[config.mk]
export PLATFORM = sky130hd
export DESIGN_NAME = rcsw_top
export DESIGN_NICKNAME = d
export VERILOG_FILES = /design/src/verilog/rcsw_pkg.sv /design/src/verilog/rcsw_top.sv
export SDC_FILE = /design/constraint.sdc
export NUM_CORES = 1
export LEC_CHECK = 0
export BUFFER_PORTS_ARGS = -buffer_cell sky130_fd_sc_hd__buf_4
export CORE_UTILIZATION = 45
export DETAILED_ROUTE_END_ITERATION = 6
export SLEW_MARGIN = 10
export SYNTH_ARGS = -nofsm -noshare
export SYNTH_HDL_FRONTEND = slang
export SYNTH_SLANG_ARGS = --single-unit
[constraint.sdc]
create_clock -name core_clk -period 10.9 [get_ports core_clk]
set_input_delay 2.18 -clock core_clk [delete_from_list [all_inputs] [get_ports core_clk]]
set_output_delay 2.18 -clock core_clk [all_outputs]
set_load 0.02 [all_outputs]
[src/verilog/rcsw_pkg.sv]
// Package with register map, field layout, reset values, timing and types
package rcsw_pkg;
    // Core clock and slow sleep clock rates
    localparam int unsigned CLK_HZ = 125_000_000;
    localparam int unsigned LP_CLK_HZ = 32_000;
    // Core cycles per slow-clock tick (3906, rounded down)
    localparam int unsigned LP_DIV = CLK_HZ / LP_CLK_HZ;
    localparam int unsigned LP_DIV_W = 12;
    localparam logic [LP_DIV_W-1:0] LP_DIV_LAST = LP_DIV_W'(LP_DIV - 1);

    // Register byte offsets
    localparam logic [7:0] OFS_SLEEP_CTRL = 8'h00; // deep_sleep_control_register
    localparam logic [7:0] OFS_SLEEP_DUR = 8'h04; // sleep_duration
    localparam logic [7:0] OFS_PRESET = 8'h08; // wake_timing_preset_register
    localparam logic [7:0] OFS_ACTUAL = 8'h0C; // actual_sleep_duration_register
    localparam logic [7:0] OFS_WAKE_REQ = 8'h10; // software wake request
    localparam logic [7:0] OFS_STATUS = 8'h14; // state and flags
    localparam logic [7:0] OFS_DIAG_SEL1 = 8'h18; // diag_select_one
    localparam logic [7:0] OFS_DIAG_SEL2 = 8'h1C; // diag_select_two
    localparam logic [7:0] OFS_DIAG_SEL3 = 8'h20; // diag_select_three

    // Field positions
    localparam int unsigned CTRL_SLEEP_ON_BIT = 0;
    localparam int unsigned CTRL_EXT_WAKE_DIS_BIT = 1;
    localparam int unsigned WAKE_REQ_BIT = 0;
    localparam int unsigned STAT_ASLEEP_BIT = 0;
    localparam int unsigned STAT_WAKE_IRQ_BIT = 1;
    localparam int unsigned STAT_EXIT_IRQ_BIT = 2;
    localparam int unsigned STAT_WAIT_UP_BIT = 3;
    localparam int unsigned PRE_ASSERT_LSB = 0;
    localparam int unsigned PRE_RELEASE_LSB = 8;
    localparam int unsigned PRE_EXT_LSB = 16;
    localparam int unsigned PRE_FIELD_W = 8;

    // Reset values
    localparam logic [31:0] SLEEP_DUR_RST = 32'h0000_0040;
    localparam logic [31:0] PRESET_RST = 32'h0002_0110;
    localparam logic [31:0] DIAG_SEL_RST = 32'h0000_0000;

    // Diagnostic scheme select codes
    localparam logic [31:0] DIAG_CTRL_SEL = 32'h8383_8383;
    localparam logic [31:0] DIAG_DATA_SEL = 32'h9292_9292;
    localparam logic [31:0] DIAG_ORDER_SEL = 32'h7654_3210;

    // Internal baseband signals offered to the diagnostic port
    typedef struct packed {
        logic txEn;
        logic rxEn;
        logic syncWindow;
        logic syncFound;
        logic eventActive;
        logic eventIrq;
        logic rxIrq;
        logic errorIrq;
        logic rxData;
        logic rxDataEn;
        logic rxCoreData;
        logic rxCoreDataEn;
        logic txData;
        logic txDataEn;
        logic txCoreData;
        logic txCoreDataEn;
    } rcsw_bb_t;

    // Radio domain state as set up by software
    typedef struct packed {
        logic radioClkEn;
        logic radioPowered;
    } rcsw_pwr_t;

    // Sleep sequencer states
    typedef enum logic [2:0] {
        ST_ACTIVE = 3'b001,
        ST_SLEEP = 3'b010,
        ST_WAIT_UP = 3'b100
    } rcsw_state_t;
endpackage

[src/verilog/rcsw_top.sv]
// Radio core deep sleep exit sequencer with diagnostic port mux
//
// The register addresses and the AHB-Lite slave port were chosen for this implementation.
`timescale 1ns/1ps
// Function
// Leave sleep only on expiry or request
// Scheduled wake irq fires assert-lead ticks early
// Handler waits crystal settled, decides exit
// Software enables clocks and powers radio domain
// Expired timer waits for power; duration grows
// Exit and exit irq need expiry, clocks, power; code also exits after an honoured wake request, without expiry
// Wake request raises wake irq at once
// Request pulse length set by pulse field
// No sleep entry while wake request high
// Wake disable bit ignores wake request
// Late request runs both handlers sequentially
// Eight fixed diagnostic outputs
// Three select registers choose diagnostic scheme
// Control scheme maps radio and event signals
// Data scheme maps rx/tx bits and qualifiers
// Sync found only inside sync window
// Error irq on shared memory clash
// Event irq and rx irq pulses
// Wake irq released release-lead ticks early
// Sleep duration at least assert lead plus one
// Unknown select codes drive outputs low
module rcsw_top
    import rcsw_pkg::*;
(
    input wire logic core_clk,
    input wire logic rst_n,
    // AHB-Lite slave
    input wire logic hsel,
    input wire logic [31:0] haddr,
    input wire logic [1:0] htrans,
    input wire logic hwrite,
    input wire logic [2:0] hsize,
    input wire logic [31:0] hwdata,
    input wire logic hready,
    output logic hreadyout,
    output logic hresp,
    output logic [31:0] hrdata,
    // Radio domain state and baseband signals
    input wire rcsw_pwr_t pwrState,
    input wire rcsw_bb_t bbSignals,
    // Interrupts and diagnostics
    output logic lowpowerWakeInterrupt,
    output logic sleepExitInterrupt,
    output logic [7:0] diagOut
);

    // Slow clock divider state
    logic [LP_DIV_W-1:0] lpDiv_ff, nxt_lpDiv;
    logic lpTick; // One-cycle slow-clock enable

    // Bus data phase capture
    logic wrPend_ff, nxt_wrPend;
    logic [7:0] wrAddr_ff, nxt_wrAddr;
    logic [31:0] hrdata_ff, nxt_hrdata;

    // Software registers
    logic extWakeDis_ff, nxt_extWakeDis;
    logic [31:0] sleepDur_ff, nxt_sleepDur;
    logic [31:0] preset_ff, nxt_preset;
    logic [31:0] actualDur_ff, nxt_actualDur;
    logic wakeReq_ff, nxt_wakeReq;
    logic [31:0] diagSel1_ff, nxt_diagSel1;
    logic [31:0] diagSel2_ff, nxt_diagSel2;
    logic [31:0] diagSel3_ff, nxt_diagSel3;

    // Sequencer state
    rcsw_state_t state_ff, nxt_state;
    logic [31:0] sleepCnt_ff, nxt_sleepCnt;
    logic [PRE_FIELD_W-1:0] extCnt_ff, nxt_extCnt;
    logic wakeIrq_ff, nxt_wakeIrq;
    logic exitIrq_ff, nxt_exitIrq;
    logic [7:0] diag_ff, nxt_diag;

    // Decoded write strobes
    logic addrPhase;
    logic wrCtrl, wrWakeReq, wrStatus;
    logic sleepOnReq;

    // Preset fields
    logic [PRE_FIELD_W-1:0] assertLead, releaseLead, extLen;
    logic [31:0] remaining;
    logic inWakeWindow;
    logic reqWake;

    assign assertLead = preset_ff[PRE_ASSERT_LSB +: PRE_FIELD_W];
    assign releaseLead = preset_ff[PRE_RELEASE_LSB +: PRE_FIELD_W];
    assign extLen = preset_ff[PRE_EXT_LSB +: PRE_FIELD_W];

    // Divider: sleep logic advances once per slow-clock period
    always_comb begin
        lpTick = (lpDiv_ff == LP_DIV_LAST);
        nxt_lpDiv = lpTick ? '0 : lpDiv_ff + 1'b1;
    end

    always_ff @(posedge core_clk) begin
        if (!rst_n) begin
            lpDiv_ff <= '0;
        end else begin
            lpDiv_ff <= nxt_lpDiv;
        end
    end

    // Zero-wait slave; every response OKAY
    assign hreadyout = 1'b1;
    assign hresp = 1'b0;
    assign hrdata = hrdata_ff;
    assign addrPhase = hsel && htrans[1] && hready;
    assign wrCtrl = wrPend_ff && (wrAddr_ff == OFS_SLEEP_CTRL);
    assign wrWakeReq = wrPend_ff && (wrAddr_ff == OFS_WAKE_REQ);
    assign wrStatus = wrPend_ff && (wrAddr_ff == OFS_STATUS);
    assign sleepOnReq = wrCtrl && hwdata[CTRL_SLEEP_ON_BIT];

    // Bus capture, register writes and read data
    always_comb begin
        nxt_wrPend = addrPhase && hwrite;
        nxt_wrAddr = addrPhase ? haddr[7:0] : wrAddr_ff;
        nxt_extWakeDis = extWakeDis_ff;
        nxt_sleepDur = sleepDur_ff;
        nxt_preset = preset_ff;
        nxt_wakeReq = wakeReq_ff;
        nxt_diagSel1 = diagSel1_ff;
        nxt_diagSel2 = diagSel2_ff;
        nxt_diagSel3 = diagSel3_ff;
        // Writes land at the end of the data phase
        if (wrCtrl) begin
            nxt_extWakeDis = hwdata[CTRL_EXT_WAKE_DIS_BIT];
        end else if (wrAddr_ff == OFS_SLEEP_DUR && wrPend_ff) begin
            nxt_sleepDur = hwdata;
        end else if (wrAddr_ff == OFS_PRESET && wrPend_ff) begin
            nxt_preset = hwdata;
        end else if (wrWakeReq) begin
            nxt_wakeReq = hwdata[WAKE_REQ_BIT];
        end else if (wrAddr_ff == OFS_DIAG_SEL1 && wrPend_ff) begin
            nxt_diagSel1 = hwdata;
        end else if (wrAddr_ff == OFS_DIAG_SEL2 && wrPend_ff) begin
            nxt_diagSel2 = hwdata;
        end else if (wrAddr_ff == OFS_DIAG_SEL3 && wrPend_ff) begin
            nxt_diagSel3 = hwdata;
        end
        // Read data sampled at the address phase; unmapped reads zero
        nxt_hrdata = hrdata_ff;
        if (addrPhase && !hwrite) begin
            nxt_hrdata = '0;
            if (haddr[7:0] == OFS_SLEEP_CTRL) begin
                nxt_hrdata[CTRL_SLEEP_ON_BIT] = (state_ff != ST_ACTIVE);
                nxt_hrdata[CTRL_EXT_WAKE_DIS_BIT] = extWakeDis_ff;
            end else if (haddr[7:0] == OFS_SLEEP_DUR) begin
                nxt_hrdata = sleepDur_ff;
            end else if (haddr[7:0] == OFS_PRESET) begin
                nxt_hrdata = preset_ff;
            end else if (haddr[7:0] == OFS_ACTUAL) begin
                nxt_hrdata = actualDur_ff;
            end else if (haddr[7:0] == OFS_WAKE_REQ) begin
                nxt_hrdata[WAKE_REQ_BIT] = wakeReq_ff;
            end else if (haddr[7:0] == OFS_STATUS) begin
                nxt_hrdata[STAT_ASLEEP_BIT] = (state_ff != ST_ACTIVE);
                nxt_hrdata[STAT_WAKE_IRQ_BIT] = wakeIrq_ff;
                nxt_hrdata[STAT_EXIT_IRQ_BIT] = exitIrq_ff;
                nxt_hrdata[STAT_WAIT_UP_BIT] = (state_ff == ST_WAIT_UP);
            end else if (haddr[7:0] == OFS_DIAG_SEL1) begin
                nxt_hrdata = diagSel1_ff;
            end else if (haddr[7:0] == OFS_DIAG_SEL2) begin
                nxt_hrdata = diagSel2_ff;
            end else if (haddr[7:0] == OFS_DIAG_SEL3) begin
                nxt_hrdata = diagSel3_ff;
            end
        end
    end

    always_ff @(posedge core_clk) begin
        if (!rst_n) begin
            wrPend_ff <= 1'b0;
            wrAddr_ff <= 8'h00;
            hrdata_ff <= 32'h0000_0000;
            extWakeDis_ff <= 1'b0;
            sleepDur_ff <= SLEEP_DUR_RST;
            preset_ff <= PRESET_RST;
            wakeReq_ff <= 1'b0;
            diagSel1_ff <= DIAG_SEL_RST;
            diagSel2_ff <= DIAG_SEL_RST;
            diagSel3_ff <= DIAG_SEL_RST;
        end else begin
            wrPend_ff <= nxt_wrPend;
            wrAddr_ff <= nxt_wrAddr;
            hrdata_ff <= nxt_hrdata;
            extWakeDis_ff <= nxt_extWakeDis;
            sleepDur_ff <= nxt_sleepDur;
            preset_ff <= nxt_preset;
            wakeReq_ff <= nxt_wakeReq;
            diagSel1_ff <= nxt_diagSel1;
            diagSel2_ff <= nxt_diagSel2;
            diagSel3_ff <= nxt_diagSel3;
        end
    end

    // Ticks left before the programmed sleep time runs out
    assign remaining = (sleepCnt_ff < sleepDur_ff) ? sleepDur_ff - sleepCnt_ff : '0;
    // Scheduled wake window: on at assert lead, off at release lead
    assign inWakeWindow = (remaining <= {24'h00_0000, assertLead})
                       && (remaining > {24'h00_0000, releaseLead});
    // Request only honoured when not disabled
    assign reqWake = wakeReq_ff && !extWakeDis_ff;

    // Sleep sequencer: entry, timing, wake irq and exit
    always_comb begin
        nxt_state = state_ff;
        nxt_sleepCnt = sleepCnt_ff;
        nxt_extCnt = extCnt_ff;
        nxt_actualDur = actualDur_ff;
        // Status write of one clears exit flag; a new exit still wins
        nxt_exitIrq = exitIrq_ff && !(wrStatus && hwdata[STAT_EXIT_IRQ_BIT]);
        // External wake pulse counts down in slow-clock periods
        if (lpTick && extCnt_ff != '0) begin
            nxt_extCnt = extCnt_ff - 1'b1;
        end
        case (state_ff)
            ST_ACTIVE: begin
                // Held request blocks entry
                if (sleepOnReq && !wakeReq_ff) begin
                    nxt_state = ST_SLEEP;
                    nxt_sleepCnt = '0;
                end
            end
            ST_SLEEP: begin
                if (reqWake) begin
                    // Timer keeps counting; pulse width is pulse field less release lead
                    nxt_state = ST_WAIT_UP;
                    nxt_extCnt = (extLen > releaseLead) ? extLen - releaseLead : 8'h01;
                end else if (lpTick) begin
                    nxt_sleepCnt = sleepCnt_ff + 1'b1;
                    if (sleepCnt_ff + 1'b1 >= sleepDur_ff) begin
                        nxt_state = ST_WAIT_UP;
                    end
                end
            end
            ST_WAIT_UP: begin
                // Counting goes on while software brings the domain up
                if (lpTick) begin
                    nxt_sleepCnt = sleepCnt_ff + 1'b1;
                end
                if (pwrState.radioClkEn && pwrState.radioPowered) begin
                    nxt_state = ST_ACTIVE;
                    nxt_exitIrq = 1'b1;
                    nxt_actualDur = sleepCnt_ff;
                end
            end
            default: begin
                nxt_state = ST_ACTIVE;
            end
        endcase
        // Scheduled window or external pulse drives the wake irq
        nxt_wakeIrq = ((state_ff == ST_SLEEP) && inWakeWindow && nxt_state == ST_SLEEP)
                   || (nxt_extCnt != '0);
    end

    always_ff @(posedge core_clk) begin
        if (!rst_n) begin
            state_ff <= ST_ACTIVE;
            sleepCnt_ff <= 32'h0000_0000;
            extCnt_ff <= 8'h00;
            actualDur_ff <= 32'h0000_0000;
            wakeIrq_ff <= 1'b0;
            exitIrq_ff <= 1'b0;
        end else begin
            state_ff <= nxt_state;
            sleepCnt_ff <= nxt_sleepCnt;
            extCnt_ff <= nxt_extCnt;
            actualDur_ff <= nxt_actualDur;
            wakeIrq_ff <= nxt_wakeIrq;
            exitIrq_ff <= nxt_exitIrq;
        end
    end

    assign lowpowerWakeInterrupt = wakeIrq_ff;
    assign sleepExitInterrupt = exitIrq_ff;

    // Diagnostic scheme select; any other code parks the port low
    always_comb begin
        nxt_diag = 8'h00;
        if (diagSel1_ff == DIAG_CTRL_SEL && diagSel2_ff == DIAG_CTRL_SEL
                && diagSel3_ff == DIAG_ORDER_SEL) begin
            nxt_diag = {bbSignals.errorIrq,
                        bbSignals.rxIrq,
                        bbSignals.eventIrq,
                        bbSignals.eventActive,
                        bbSignals.syncFound && bbSignals.syncWindow,
                        bbSignals.syncWindow,
                        bbSignals.rxEn,
                        bbSignals.txEn};
        end else if (diagSel1_ff == DIAG_DATA_SEL && diagSel2_ff == DIAG_DATA_SEL
                && diagSel3_ff == DIAG_ORDER_SEL) begin
            nxt_diag = {bbSignals.txCoreDataEn,
                        bbSignals.txCoreData,
                        bbSignals.txDataEn,
                        bbSignals.txData,
                        bbSignals.rxCoreDataEn,
                        bbSignals.rxCoreData,
                        bbSignals.rxDataEn,
                        bbSignals.rxData};
        end
    end

    // One flop per pin keeps glitches off the pads
    always_ff @(posedge core_clk) begin
        if (!rst_n) begin
            diag_ff <= 8'h00;
        end else begin
            diag_ff <= nxt_diag;
        end
    end

    assign diagOut = diag_ff;

endmodule // rcsw_top
# [After elaboration in Yosys (flattened, before gate mapping)]
# Index checks and enable logic that the tools add are counted.
[op_classes] addsub=5 n_lt_le_gt_ge=5 n_eq_ne=28 mux=31 n_bitwise=7 reduce_logical=46
[op_table] cell="two-way mux 32 bit" count=10
[op_table] cell="equality test 32 bit (second input constant)" count=4
[op_table] cell="one-hot mux 32 bit (3 select lines)" count=1
[op_table] cell="equality test 8 x 5 -> 1 bit (second input constant)" count=8
[op_table] cell="two-way mux 8 bit" count=6
[op_table] cell="adder 32 x 1 -> 32 bit (second input constant)" count=1
[op_table] cell="equality test 32 x 31 -> 1 bit (second input constant)" count=1
[op_table] cell=">= comparator 32 bit" count=1
[op_table] cell="> comparator 32 x 8 -> 1 bit" count=1
[op_table] cell="<= comparator 32 x 8 -> 1 bit" count=1
[op_table] cell="< comparator 32 bit" count=1
[op_table] cell="subtractor 32 bit" count=1
[op_table] cell="two-way mux 31 bit" count=1
[op_table] cell="two-way mux 30 bit" count=1
[op_table] cell="two-way mux 28 bit" count=1
[op_table] cell="logical AND 1 bit" count=27
[op_table] cell="equality test 8 x 4 -> 1 bit (second input constant)" count=3
[op_table] cell="equality test 8 x 3 -> 1 bit (second input constant)" count=2
[op_table] cell="equality test 8 x 6 -> 1 bit (second input constant)" count=2
[op_table] cell="logical NOT 8 bit" count=2
[op_table] cell="nonzero test 8 bit" count=2
[op_table] cell="two-way mux 3 bit" count=5
[op_table] cell="adder 12 x 1 -> 12 bit (second input constant)" count=1
[op_table] cell="equality test 12 bit (second input constant)" count=1
[op_table] cell="23 further kinds" count=38
[word_totals] ff_bits=300 input_bits=92 out_inout_bits=44 elab_cells=140

# [Longest topological paths before layout]
# Gate-level depths: netlist (run 1).
[logic_depth] word_depth=10 mapped_depth=22

# [Worst setup path before layout (run 1)]
# OpenSTA, ideal clock, no wires.
[synth_path] kind="register -> register" startpoint="reg sleepCnt_ff[2]" endpoint="reg wakeIrq_ff (netlist: lowpowerWakeInterrupt)" setup_ps=79 arrival_ps=4530 required_ps=10821 slack_ps=6291 path_stages_with_launch=19 synth_period_minus_slack_ps=4609 path_cell_list="dfxtp_1 > inv_1 > nor3_1 > nand4_1 > nor2_1 > nand3_1 > nor4_2 > nand3_1 > xnor2_1 > ha_1 > and3_1 > a221oi_1 > nand3_1 > o21ai_0 > o21ai_0 > a211o_1 > or4_1 > or4b_1 > o211ai_1"
[synth_via] elab_chain_cells=9
[synth_lines] item="start, declared" line_no="rcsw_top.sv:73" source="logic [31:0] sleepCnt_ff, nxt_sleepCnt;"
[synth_lines] item="start signal, assigned" line_no="rcsw_top.sv:271" source="sleepCnt_ff <= nxt_sleepCnt;"
[synth_lines] item="adder 32 x 1 -> 32 bit" line_no="rcsw_top.sv:236" source="if (sleepCnt_ff + 1'b1 >= sleepDur_ff) begin"
[synth_lines] item=">= comparator 32 bit" line_no="rcsw_top.sv:236"
[synth_lines] item="two-way mux 3 bit" line_no="rcsw_top.sv:236"
[synth_lines] item="two-way mux 3 bit" line_no="rcsw_top.sv:234" source="end else if (lpTick) begin"
[synth_lines] item="two-way mux 3 bit" line_no="rcsw_top.sv:230" source="if (reqWake) begin"
[synth_lines] item="one-hot mux 3 bit (3 select lines)" line_no="rcsw_top.sv:221" source="case (state_ff)"
[synth_lines] item="equality test 3 x 2 -> 1 bit" line_no="rcsw_top.sv:257" source="nxt_wakeIrq = ((state_ff == ST_SLEEP) && inWakeWindow && nxt_state == ST_SLEEP)"
[synth_lines] item="logical AND 1 bit *" line_no="rcsw_top.sv:257"
[synth_lines] item="logical OR 1 bit *" line_no="rcsw_top.sv:258" source="|| (nxt_extCnt != '0);"
[synth_lines] item="end signal, assigned" line_no="rcsw_top.sv:274" source="wakeIrq_ff <= nxt_wakeIrq;"
[synth_lines] item="end, declared" line_no="rcsw_top.sv:75" source="logic wakeIrq_ff, nxt_wakeIrq;"
# Every way passes the cells marked *; elsewhere a longest branch is shown, timed or not.
# A chain may end at the register's enable or synchronous reset.

# [Worst setup path in the final report (run 1)]
# Ends and elaborated chain as after synthesis.

==> metrics.txt, run 1 <==
Max Fclk 164 MHz; Layout area overhead 12.9%; area of placed instances 17,500 um2; number of flops mapped to enable cells by yosys 0; Die X 193 um; Cell Pwr Density 127 nW/um2; initial antenna violation count 1; I/O pins 136; post-route minimum period 6.11 ns; Pre-Repair DR Iteration Count 7; IO buf count 105; setup TNS 0 ns; first-pass GRT wire length 83.8 mm; startpoint kind of the worst setup timing path flop; Final Cell Area 18,600 um2; prevailing post-synth register cell dfxtp_1; final hold vios 0; number of clock sinks 300; Post-route DRC 11; Post-Syn Nets 2,368; Worst VDD drop 0.138 mV; total die area 37,400 um2; wl on met1 23.3 mm; core area 35,800 um2; CTS tree yes; vias in the first global route 14,882; Filler Cells Inserted 3,503; Final GP Congestion 0.917; Cell variety after synth 83; average vias per placed instance 5.94; FP Rows 69; Vias 16,022; final net count 2,400; worst-path fanout max 7; commonest non-fill, non-tap cell in the layout nand2_1; Slew @ Worst Pin 1.14 ns; Gate Count Post-Synth 2,183; DP Worst Slack 4.92 ns; grt ovf 0; Crit Path Category reg2reg; Die Height 193 um; Antenna diodes 0; max_slew headroom 22.8%; number of synthesized register bits 300; commonest non-fill, non-tap cells in the layout 467 x nand2_1, 300 x dfxtp_1, 285 x a21oi_1, 183 x nor2_1, 128 x buf_4; failing checks design-rule violations; clock slew at reported path FFs 0.06 ns; Synthesis Warnings 0; Max Transition Viols Final 0; Critical Path End Type flop; CTS Buffer Depth 3; Max Cap Viol 0; GRT Util Overall 28.0%; Lkg Pwr 0.00677 uW; routed len/inst 19.9 um; worst hold-check path type reg2reg; top routing layer in use met4; post-CTS setup buffer count 0; Final ANT Viol Nets 0; Initial Utilization 46.0%; clk root buf clkbuf_16; worst clock skew 0.0162 ns; H-tree depth 2; status complete, but fails checks; worst skew pair latency 0.53 ns; CTS hold repair buffers 0; CP required 11.35 ns; sequential fraction of the synthesis area 36.4%; HPWL after DPL 38.8 mm; crit path DAT 6.55 ns; met2 WL 25.4 mm; CTS buffer count 34; Post-Syn Area 16,500 um2; Detailed Route WL 53.6 mm; initial drt markers 1,384; post_cts resized 0; Final Worst Setup Slack 4.79 ns; metal3 WL 3.36 mm; final setup fails 0; period utilisation layout 56.0%; RSZ-0062 raised after global routing false; syn_area_per_cell 7.56 um2; largest net degree at the start of global routing 136; Async S/R FF share, synth 0%; Util after Layout 52.0%; fraction of layout cells with a size suffix above 1 9.03%
-- per-stage QoR --
stage          std cells  hold WS (ns)  power, uW
2_1_floorplan       2183         0.433       1190
3_3_place_gp        2640         0.443       1240
3_5_place_dp        2640         0.448       1250
4_1_cts             2699         0.457       2380
5_1_grt             2699         0.477       2430
6_report            2699         0.454       2360
-- registers in the layout (all words and copies together) (netlist names) --
signal,flops
actualDur_ff,32
diagSel1_ff,32
diagSel2_ff,32
diagSel3_ff,32
hrdata,32
preset_ff,32
sleepCnt_ff,32
sleepDur_ff,32
lpDiv_ff,12
diagOut,8
extCnt_ff,8
wrAddr_ff,8
state_ff,3
extWakeDis_ff,1
lowpowerWakeInterrupt,1
sleepExitInterrupt,1
wakeReq_ff,1
wrPend_ff,1
-- synth_stat cells, types with 6 or more instances --
library cell	number	area (um2)
a211oi_1	29	218
a21o_1	18	135
a21oi_1	285	1430
a221oi_1	64	561
a22oi_1	38	285
and2_1	11	68.8
and3_1	22	138
clkbuf_1	116	435
dfxtp_1	300	6010
ha_1	91	1140
inv_1	96	360
mux2i_1	6	60.1
nand2_1	467	1750
nand2b_1	7	43.8
nand3_1	44	220
nand4_1	35	219
nor2_1	186	698
nor2b_1	7	43.8
nor3_1	27	135
nor4_1	16	100
nor4b_1	8	70.1
nor4bb_1	12	120
o211ai_1	15	113
o21a_1	11	82.6
o21ai_0	56	280
o21ai_1	6	30.0
o31ai_1	6	45.0
or3_1	13	81.3
or4_1	6	45.0
xnor2_1	47	412
xor2_1	25	219
-- critical path, stage by stage (launching register included) --
cell and delay (ns):
dfxtp_1 0.44, inv_1 0.10, nor3_1 0.33, nand4_1 0.29
nor2_1 0.47, nand3_1 0.21, nor4_2 0.57, nand3_1 0.18
xnor2_1 0.24, ha_1 0.28, and3_1 0.22, a221oi_1 0.34
nand3_1 0.16, o21ai_0 0.29, o21ai_0 0.36, a211o_1 0.35
or4_1 0.57, or4b_1 0.52, o211ai_1 0.10
-- routing by layer --
| layer | vias up | track usage [%] |
|---|---|---|
| li1 | 7745 | - |
| met1 | 7650 | 37.4 |
| met2 | 532 | 46.9 |
| met3 | 95 | 3.28 |
| met4 | 0 | 9.27 |
| met5 | - | 0 |
-- kinds of logic (layout without fill, tap and decap cells) --
logic type	Yosys count	in the layout	share of synthesized area, %
AO/OA/AOI/OAI	587	587	22.4
AND/OR/NAND/NOR	890	890	24.2
multiplexers	9	9	0.569
adder cells (fa/ha/maj)	93	93	7.15
XOR/XNOR	72	72	3.82
flip-flops	300	300	36.4
other	2	2	0.0455
buffers and inverters	230	285	5.44
-- layout make-up --
cell class	count	area [um2]	area share, %
multi-input combinational	1653	9620	51.6
sequential	300	6010	32.2
clock buffer	52	1020	5.47
timing repair buffer	128	961	5.16
tap	461	577	3.10
inverter	98	375	2.02
clock inverter	7	70.1	0.376
-- where the power goes --
part | switching [uW] | internal [uW] | leakage (uW) | total, uW
logic | 75.0 | 38.7 | 0.00382 | 114
clock network | 467 | 669 | 0.000534 | 1140
registers | 4.87 | 1100 | 0.00242 | 1110
total | 547 | 1810 | 0.00677 | 2360
-- worst paths after layout --
check                                 from  slack, ns  cells past startpoint                          endpoint
max            sleepCnt_ff[2]$_SDFFE_PN0P_       4.79                     18  lowpowerWakeInterrupt$_SDFF_PN0_
min          actualDur_ff[27]$_SDFFE_PN0P_       0.45                      2     actualDur_ff[27]$_SDFFE_PN0P_
max reg2reg    sleepCnt_ff[2]$_SDFFE_PN0P_       4.79                     18  lowpowerWakeInterrupt$_SDFF_PN0_
min reg2reg  actualDur_ff[27]$_SDFFE_PN0P_       0.45                      2     actualDur_ff[27]$_SDFFE_PN0P_
Power figures use the tool's default switching activity.
==> run 2, diff against run 1 <==
PLACE_DENSITY = 0.65   (was default)
clock period = 5.46 ns   (was 10.9 ns; I/O delays follow)
==> metrics.txt, run 2 (same netlist as run 1, synthesis figures left out) <==
RSZ-0062 raised after global routing false (unchanged); Critical R2R Capture lowpowerWakeInterrupt$_SDFF_PN0_ (unchanged); failing checks design-rule violations (unchanged); CP Buf/Inv Count 3 (was 1); core area 35,800 um2 (unchanged); Max Transition Viols Final 0 (unchanged); worst clock skew 0.0230 ns (was 0.0162 ns); hold slack 0.456 ns (was 0.454 ns); Final GP Congestion 0.909 (was 0.917); post-route minimum period 5.19 ns (was 6.11 ns); startpoint kind of the worst setup timing path flop (unchanged); Most common cell on crit path nand3_1 (unchanged); H-tree depth 2 (unchanged); Filler Cells Inserted 3,454 (was 3,503); worst hold stages 2 (unchanged); GR Layer Usage met3 3.84% (was 3.28%); initial antenna violation count 0 (was 1); IO buf count 105 (unchanged); Die Height 193 um (unchanged); Levels on crit path 20 (was 18); commonest non-fill, non-tap cells in the layout 467 x nand2_1, 300 x dfxtp_1, 285 x a21oi_1, 181 x nor2_1, 144 x buf_4 (was 467 x nand2_1, 300 x dfxtp_1, 285 x a21oi_1, 183 x nor2_1, 128 x buf_4); HPWL after DPL 38.7 mm (was 38.8 mm); initial drt markers 1,387 (was 1,384); clock slew at reported path FFs 0.06 ns (about the same); GR Util met1 36.7% (was 37.4%); Vias 16,010 (was 16,022); Post-route DRC 15 (was 11); Hold Crit Endpoint actualDur_ff[24]$_SDFFE_PN0P_ (was actualDur_ff[27]$_SDFFE_PN0P_); Die X 193 um (unchanged); CTS buffer count 34 (unchanged); CP Cell Sequence inv_1 -> nor3_2 -> nand4_1 -> nor2_2 -> nand3_1 -> nor4_2 -> buf_4 -> nand3_1 -> xnor2_1 -> ha_1 -> and3_1 -> a221oi_1 -> nand3_1 -> o21ai_0 -> o21ai_0 -> buf_4 -> a211o_1 -> or4_1 -> or4b_1 -> o211ai_1 (was inv_1 -> nor3_1 -> nand4_1 -> nor2_1 -> nand3_1 -> nor4_2 -> nand3_1 -> xnor2_1 -> ha_1 -> and3_1 -> a221oi_1 -> nand3_1 -> o21ai_0 -> o21ai_0 -> a211o_1 -> or4_1 -> or4b_1 -> o211ai_1); Cell Pwr Density 248 nW/um2 (was 127 nW/um2); Antenna diodes 0 (unchanged); Slew @ Worst Pin 1.02 ns (was 1.14 ns); CTS Buffer Depth 3 (unchanged); Max Fclk 193 MHz (was 164 MHz); Detailed Route WL 53.0 mm (was 53.6 mm); routed len/inst 19.5 um (was 19.9 um); FF-to-FF Start sleepCnt_ff[2]$_SDFFE_PN0P_ (unchanged); Worst VDD drop 0.305 mV (was 0.138 mV); CP top delay family simple AND/OR/NAND/NOR gates (unchanged); FP Rows 69 (unchanged); worst setup path startpoint sleepCnt_ff[2]$_SDFFE_PN0P_ (unchanged); CP max-delay cell or4_1 (was nor4_2); Critical Path End Type flop (unchanged); reg2reg path depth 20 (was 18); Lkg Pwr 0.00686 uW (was 0.00677 uW); average vias per placed instance 5.90 (was 5.94); clk root buf clkbuf_16 (unchanged); Max stage delay on crit path 0.52 ns (was 0.57 ns); CTS hold repair buffers 0 (unchanged); Layout area overhead 13.7% (was 12.9%); final setup fails 0 (unchanged); status complete, but fails checks (unchanged); first-pass GRT wire length 83.3 mm (was 83.8 mm); Initial Utilization 46.0% (unchanged); vias in the first global route 15,116 (was 14,882); Crit Path Category reg2reg (unchanged); number of clock sinks 300 (unchanged); routing usage on met2 46.0% (was 46.9%); fraction of layout cells with a size suffix above 1 9.94% (was 9.03%); worst hold-check path type reg2reg (unchanged); total die area 37,400 um2 (unchanged); worst skew pair latency 0.53 ns (about the same); period utilisation layout 95.0% (was 56.0%); GRT Util Overall 27.7% (was 28.0%); worst-path fanout max 6 (was 7); CP required 5.90 ns (was 11.35 ns); final hold vios 0 (unchanged); worst min-delay path startpoint actualDur_ff[24]$_SDFFE_PN0P_ (was actualDur_ff[27]$_SDFFE_PN0P_); grt ovf 0 (unchanged); I/O pins 136 (unchanged); setup TNS 0 ns (unchanged); CTS tree yes (unchanged); busiest layer in global routing met2 (unchanged); commonest non-fill, non-tap cell in the layout nand2_1 (unchanged); final net count 2,417 (was 2,400); R2R Setup Slk 0.27 ns (was 4.79 ns); max_slew headroom 31.0% (was 22.8%); Max Cap Viol 0 (unchanged); largest net degree at the start of global routing 162 (was 136); Final ANT Viol Nets 0 (unchanged); crit path DAT 5.63 ns (was 6.55 ns); Pre-Repair DR Iteration Count 7 (unchanged)
## run 2: cell count changes in the layout (fill, tap and decap cells not counted), sizes merged
| cell | previous run | this run |
|---|---|---|
| buf | 128 | 145 |
| clkbuf | 52 | 46 |
| clkinv | 5 | 10 |
| clkinvlp | 1 | 0 |
## run 2: how the worst max path moves through the flow
| stage | end | slack (ns) |
|---|---|---|
| 2_1_floorplan | lowpowerWakeInterrupt$_SDFF_PN0_ | 0.85 |
| 5_1_grt | lowpowerWakeInterrupt$_SDFF_PN0_ | 0.006 |
| 3_5_place_dp | lowpowerWakeInterrupt$_SDFF_PN0_ | 0.30 |
| 6_report | lowpowerWakeInterrupt$_SDFF_PN0_ | 0.27 |
| 4_1_cts | lowpowerWakeInterrupt$_SDFF_PN0_ | 0.25 |
| 3_3_place_gp | lowpowerWakeInterrupt$_SDFF_PN0_ | 0.40 |
## run 2: power breakdown
group          internal [uW]  switching (uW)
Clock                   1300             920
Sequential              2200            9.81
Combinational           78.6             150
Total                   3580            1080
## run 2: worst reg2reg max path: stages, from the launching register on
cell and delay [ns]:
dfxtp_1 0.42, inv_1 0.11, nor3_2 0.26, nand4_1 0.23
nor2_2 0.23, nand3_1 0.17, nor4_2 0.24, buf_4 0.19
nand3_1 0.10, xnor2_1 0.21, ha_1 0.29, and3_1 0.21
a221oi_1 0.33, nand3_1 0.17, o21ai_0 0.25, o21ai_0 0.15
buf_4 0.18, a211o_1 0.24, or4_1 0.52, or4b_1 0.52
o211ai_1 0.10
## run 2: per-layer routing
metal  vias to the layer above  wire length [um]
met4                         0              1630
li1                       7777                 -
met1                      7603             23300
met5                         -                 0
met3                       110              3320
met2                       520             24700
## run 2: stage by stage
step | setup slack [ns] | cell area (um2) | total power [uW] | util, % | std cells
after floorplan | 0.851 | 16500 | 2370 | - | 2183
after global placement | 0.399 | 17700 | 2480 | 49.3 | 2657
after detailed placement | 0.299 | 17700 | 2490 | 49.3 | 2657
after CTS | 0.254 | 18700 | 4690 | 52.3 | 2714
after global routing | 0.00617 | 18800 | 4800 | 52.3 | 2714
final | 0.271 | 18800 | 4660 | 52.3 | 2714
## run 2: timing repair
action / CTS / global route
endpoints found under the setup margin: 0 / 1
setup buffers: 0 / 0
gates resized for setup: 0 / 3
## run 2: final cells by class
type                            instances  area (um2)  share of cell area (%)
Tap cell                              461         577                    3.08
Multi-Input combinational cell       1653        9630                    51.3
Sequential cell                       300        6010                    32.0
Inverter                               98         375                    2.00
Clock buffer                           46         977                    5.21
Timing Repair Buffer                  145        1100                    5.87
Clock inverter                         11        87.6                   0.467
==> run 3, diff against run 2 <==
BUFFER_PORTS_ARGS = default   (was -buffer_cell sky130_fd_sc_hd__buf_4)
DONT_BUFFER_PORTS = 1   (was default)
PLACE_DENSITY = default   (was 0.65)
clock period = 4.8 ns   (was 5.46 ns; I/O delays follow)
==> metrics.txt, run 3 (same netlist as run 1, synthesis figures left out) <==
CTS hold repair buffers 0 (unchanged); Antenna diodes 0 (unchanged); worst hold-check path type reg2reg (unchanged); Clock Power Share 49.5% (was 47.6%); startpoint kind of the worst setup timing path flop (unchanged); first-pass GRT wire length 84.7 mm (was 83.3 mm); average vias per placed instance 5.92 (was 5.90); Max Transition Viols Final 0 (unchanged); status complete, but fails checks (unchanged); Power, Total 5310 uW (was 4660 uW); H-tree depth 2 (unchanged); Initial Utilization 46.0% (unchanged); Lkg Pwr 0.00687 uW (was 0.00686 uW); initial drt markers 1,254 (was 1,387); crit path DAT 5.08 ns (was 5.63 ns); worst hold stages 2 (unchanged); CP top delay family buffers and inverters (was simple AND/OR/NAND/NOR gates); I/O pins 136 (unchanged); max_slew headroom 36.6% (was 31.0%); core area 35,800 um2 (unchanged); Cell Pwr Density 280 nW/um2 (was 248 nW/um2); Filler Cells Inserted 3,445 (was 3,454); DP Cell Count 2,617 (was 2,657); routed len/inst 20.1 um (was 19.5 um); vias in the first global route 15,181 (was 15,116); failing checks design-rule violations (unchanged); commonest non-fill, non-tap cells in the layout 464 x nand2_1, 297 x dfxtp_1, 281 x a21oi_1, 181 x nor2_1, 121 x buf_4 (was 467 x nand2_1, 300 x dfxtp_1, 285 x a21oi_1, 181 x nor2_1, 144 x buf_4); Combinational Power Share 2.9% (was 4.9%); Max Fclk 215 MHz (was 193 MHz); non-filler cells, final 2,696 (was 2,714); Die Height 193 um (unchanged); GRT Util Overall 28.2% (was 27.7%); CP required 5.23 ns (was 5.90 ns); total die area 37,400 um2 (unchanged); sequential share of power 47.6% (was 47.5%); Max Cap Viol 0 (unchanged); FP Rows 69 (unchanged); period utilisation layout 96.8% (was 95.0%); CP max-delay cell or4b_1 (was or4_1); grt ovf 0 (unchanged); Final ANT Viol Nets 0 (unchanged); Crit Path Category reg2reg (unchanged); final net count 2,397 (was 2,417); Detailed Route WL 54.1 mm (was 53.0 mm); Vias 15,967 (was 16,010); reg2reg path depth 25 (was 20); CP Buf/Inv Count 11 (was 3); worst-path fanout max 2 (was 6); post-route minimum period 4.65 ns (was 5.19 ns); switching share of power 22.4% (was 23.2%); CTS buffer count 34 (unchanged); Max stage delay on crit path 0.48 ns (was 0.52 ns); Final Cell Area 18,900 um2 (was 18,800 um2); CTS Buffer Depth 3 (unchanged); Pre-Repair DR Iteration Count 7 (unchanged); Post-route DRC 11 (was 15); Levels on crit path 25 (was 20); final hold vios 0 (unchanged); clk root buf clkbuf_16 (unchanged); fraction of layout cells with a size suffix above 1 11.1% (was 9.94%); commonest non-fill, non-tap cell in the layout nand2_1 (unchanged); number of clock sinks 300 (unchanged); area of placed instances 17,400 um2 (was 17,700 um2); Critical Path End Type flop (unchanged); Final GP Congestion 0.935 (was 0.909); clock slew at reported path FFs 0.05 ns (was 0.06 ns); P_int 4120 uW (was 3580 uW); Die X 193 um (unchanged); worst skew pair latency 0.53 ns (about the same); Util after Layout 52.9% (was 52.3%); CTS tree yes (unchanged); HPWL after DPL 39.3 mm (was 38.7 mm); R2R Setup Slk 0.15 ns (was 0.27 ns); Most common cell on crit path buf_4 (was nand3_1); Slew @ Worst Pin 0.938 ns (was 1.02 ns); Layout area overhead 14.8% (was 13.7%); largest net degree at the start of global routing 194 (was 162); IO buf count 0 (was 105); Worst VDD drop 0.380 mV (was 0.305 mV); final setup fails 0 (unchanged); Psw 1190 uW (was 1080 uW); initial antenna violation count 0 (unchanged); worst clock skew 0.0228 ns (was 0.0230 ns)
## run 3: cell types whose count changed in the layout (fill, tap and decap cells not counted), moves of 5 or more
cell | previous run | this run
o21ai_2 | 0 | 5
clkinv_2 | 8 | 2
ha_2 | 0 | 10
ha_1 | 91 | 78
buf_4 | 144 | 121
## run 3: metal layers
| layer | share of wire, % | up-vias | GRT usage (%) | wire length (um) |
|---|---|---|---|---|
| li1 | - | 7749 | - | - |
| met1 | 44 | 7662 | 36.9 | 23600 |
| met2 | 48 | 465 | 48.2 | 26000 |
| met3 | 5.7 | 91 | 3.70 | 3080 |
| met4 | 2.7 | 0 | 8.53 | 1460 |
| met5 | 0 | - | 0 | 0 |
## run 3: path summary, 6_finish.rpt
check / start / endpoint
worst max register to register: sleepCnt_ff[0]$_SDFFE_PN0P_ / lowpowerWakeInterrupt$_SDFF_PN0_
worst min-delay path: actualDur_ff[12]$_SDFFE_PN0P_ / actualDur_ff[12]$_SDFFE_PN0P_
worst min register to register: actualDur_ff[12]$_SDFFE_PN0P_ / actualDur_ff[12]$_SDFFE_PN0P_
worst max-delay path: sleepCnt_ff[0]$_SDFFE_PN0P_ / lowpowerWakeInterrupt$_SDFF_PN0_
## run 3: power by group through the flow
stage          logic [uW]  clock network, uW  registers (uW)
3_3_place_gp          152                  0            2580
5_1_grt               169               2780            2530
6_report              154               2630            2530
4_1_cts               154               2670            2530
2_1_floorplan         120                  0            2580
3_5_place_dp          153                  0            2580
## run 3: timing repair
action | in CTS | in global routing
gates resized for setup | 13 | 55
endpoints found under the setup margin | 1 | 1
gates cloned | 0 | 0
pin swaps | 8 | 28
buffers inserted | 11 | 10
## run 3: worst reg2reg max path: cells and delay by family (launching register included)
kind / cells / cell delay (ns)
and+or+nand+nor: 5 / 1.09
adders and majority gates: 1 / 0.32
buffers and inverters: 11 / 1.38
DFF: 1 / 0.35
AOI/OAI and AO/OA: 7 / 1.35
xor gates and xnor gates: 1 / 0.07
## run 3: cell type report
| type | count | area, um2 | area share [%] |
|---|---|---|---|
| inverters | 98 | 375 | 1.98 |
| well taps | 461 | 577 | 3.05 |
| clock buffers | 49 | 967 | 5.11 |
| multi-input cells | 1653 | 9890 | 52.2 |
| repair buffers | 125 | 971 | 5.13 |
| flip-flops and latches | 300 | 6010 | 31.7 |
| clock inverters | 10 | 150 | 0.793 |
## run 3: stage by stage
| stage | TNS (ns) | setup slack (ns) | hold slack (ns) |
|---|---|---|---|
| 2_1_floorplan | 0 | 0.191 | 0.433 |
| 4_1_cts | 0 | 0.00954 | 0.457 |
| 6_report | 0 | 0.154 | 0.457 |
| 3_3_place_gp | -0.216 | -0.216 | 0.443 |
| 3_5_place_dp | -0.362 | -0.362 | 0.448 |
| 5_1_grt | -0.00905 | -0.00905 | 0.472 |
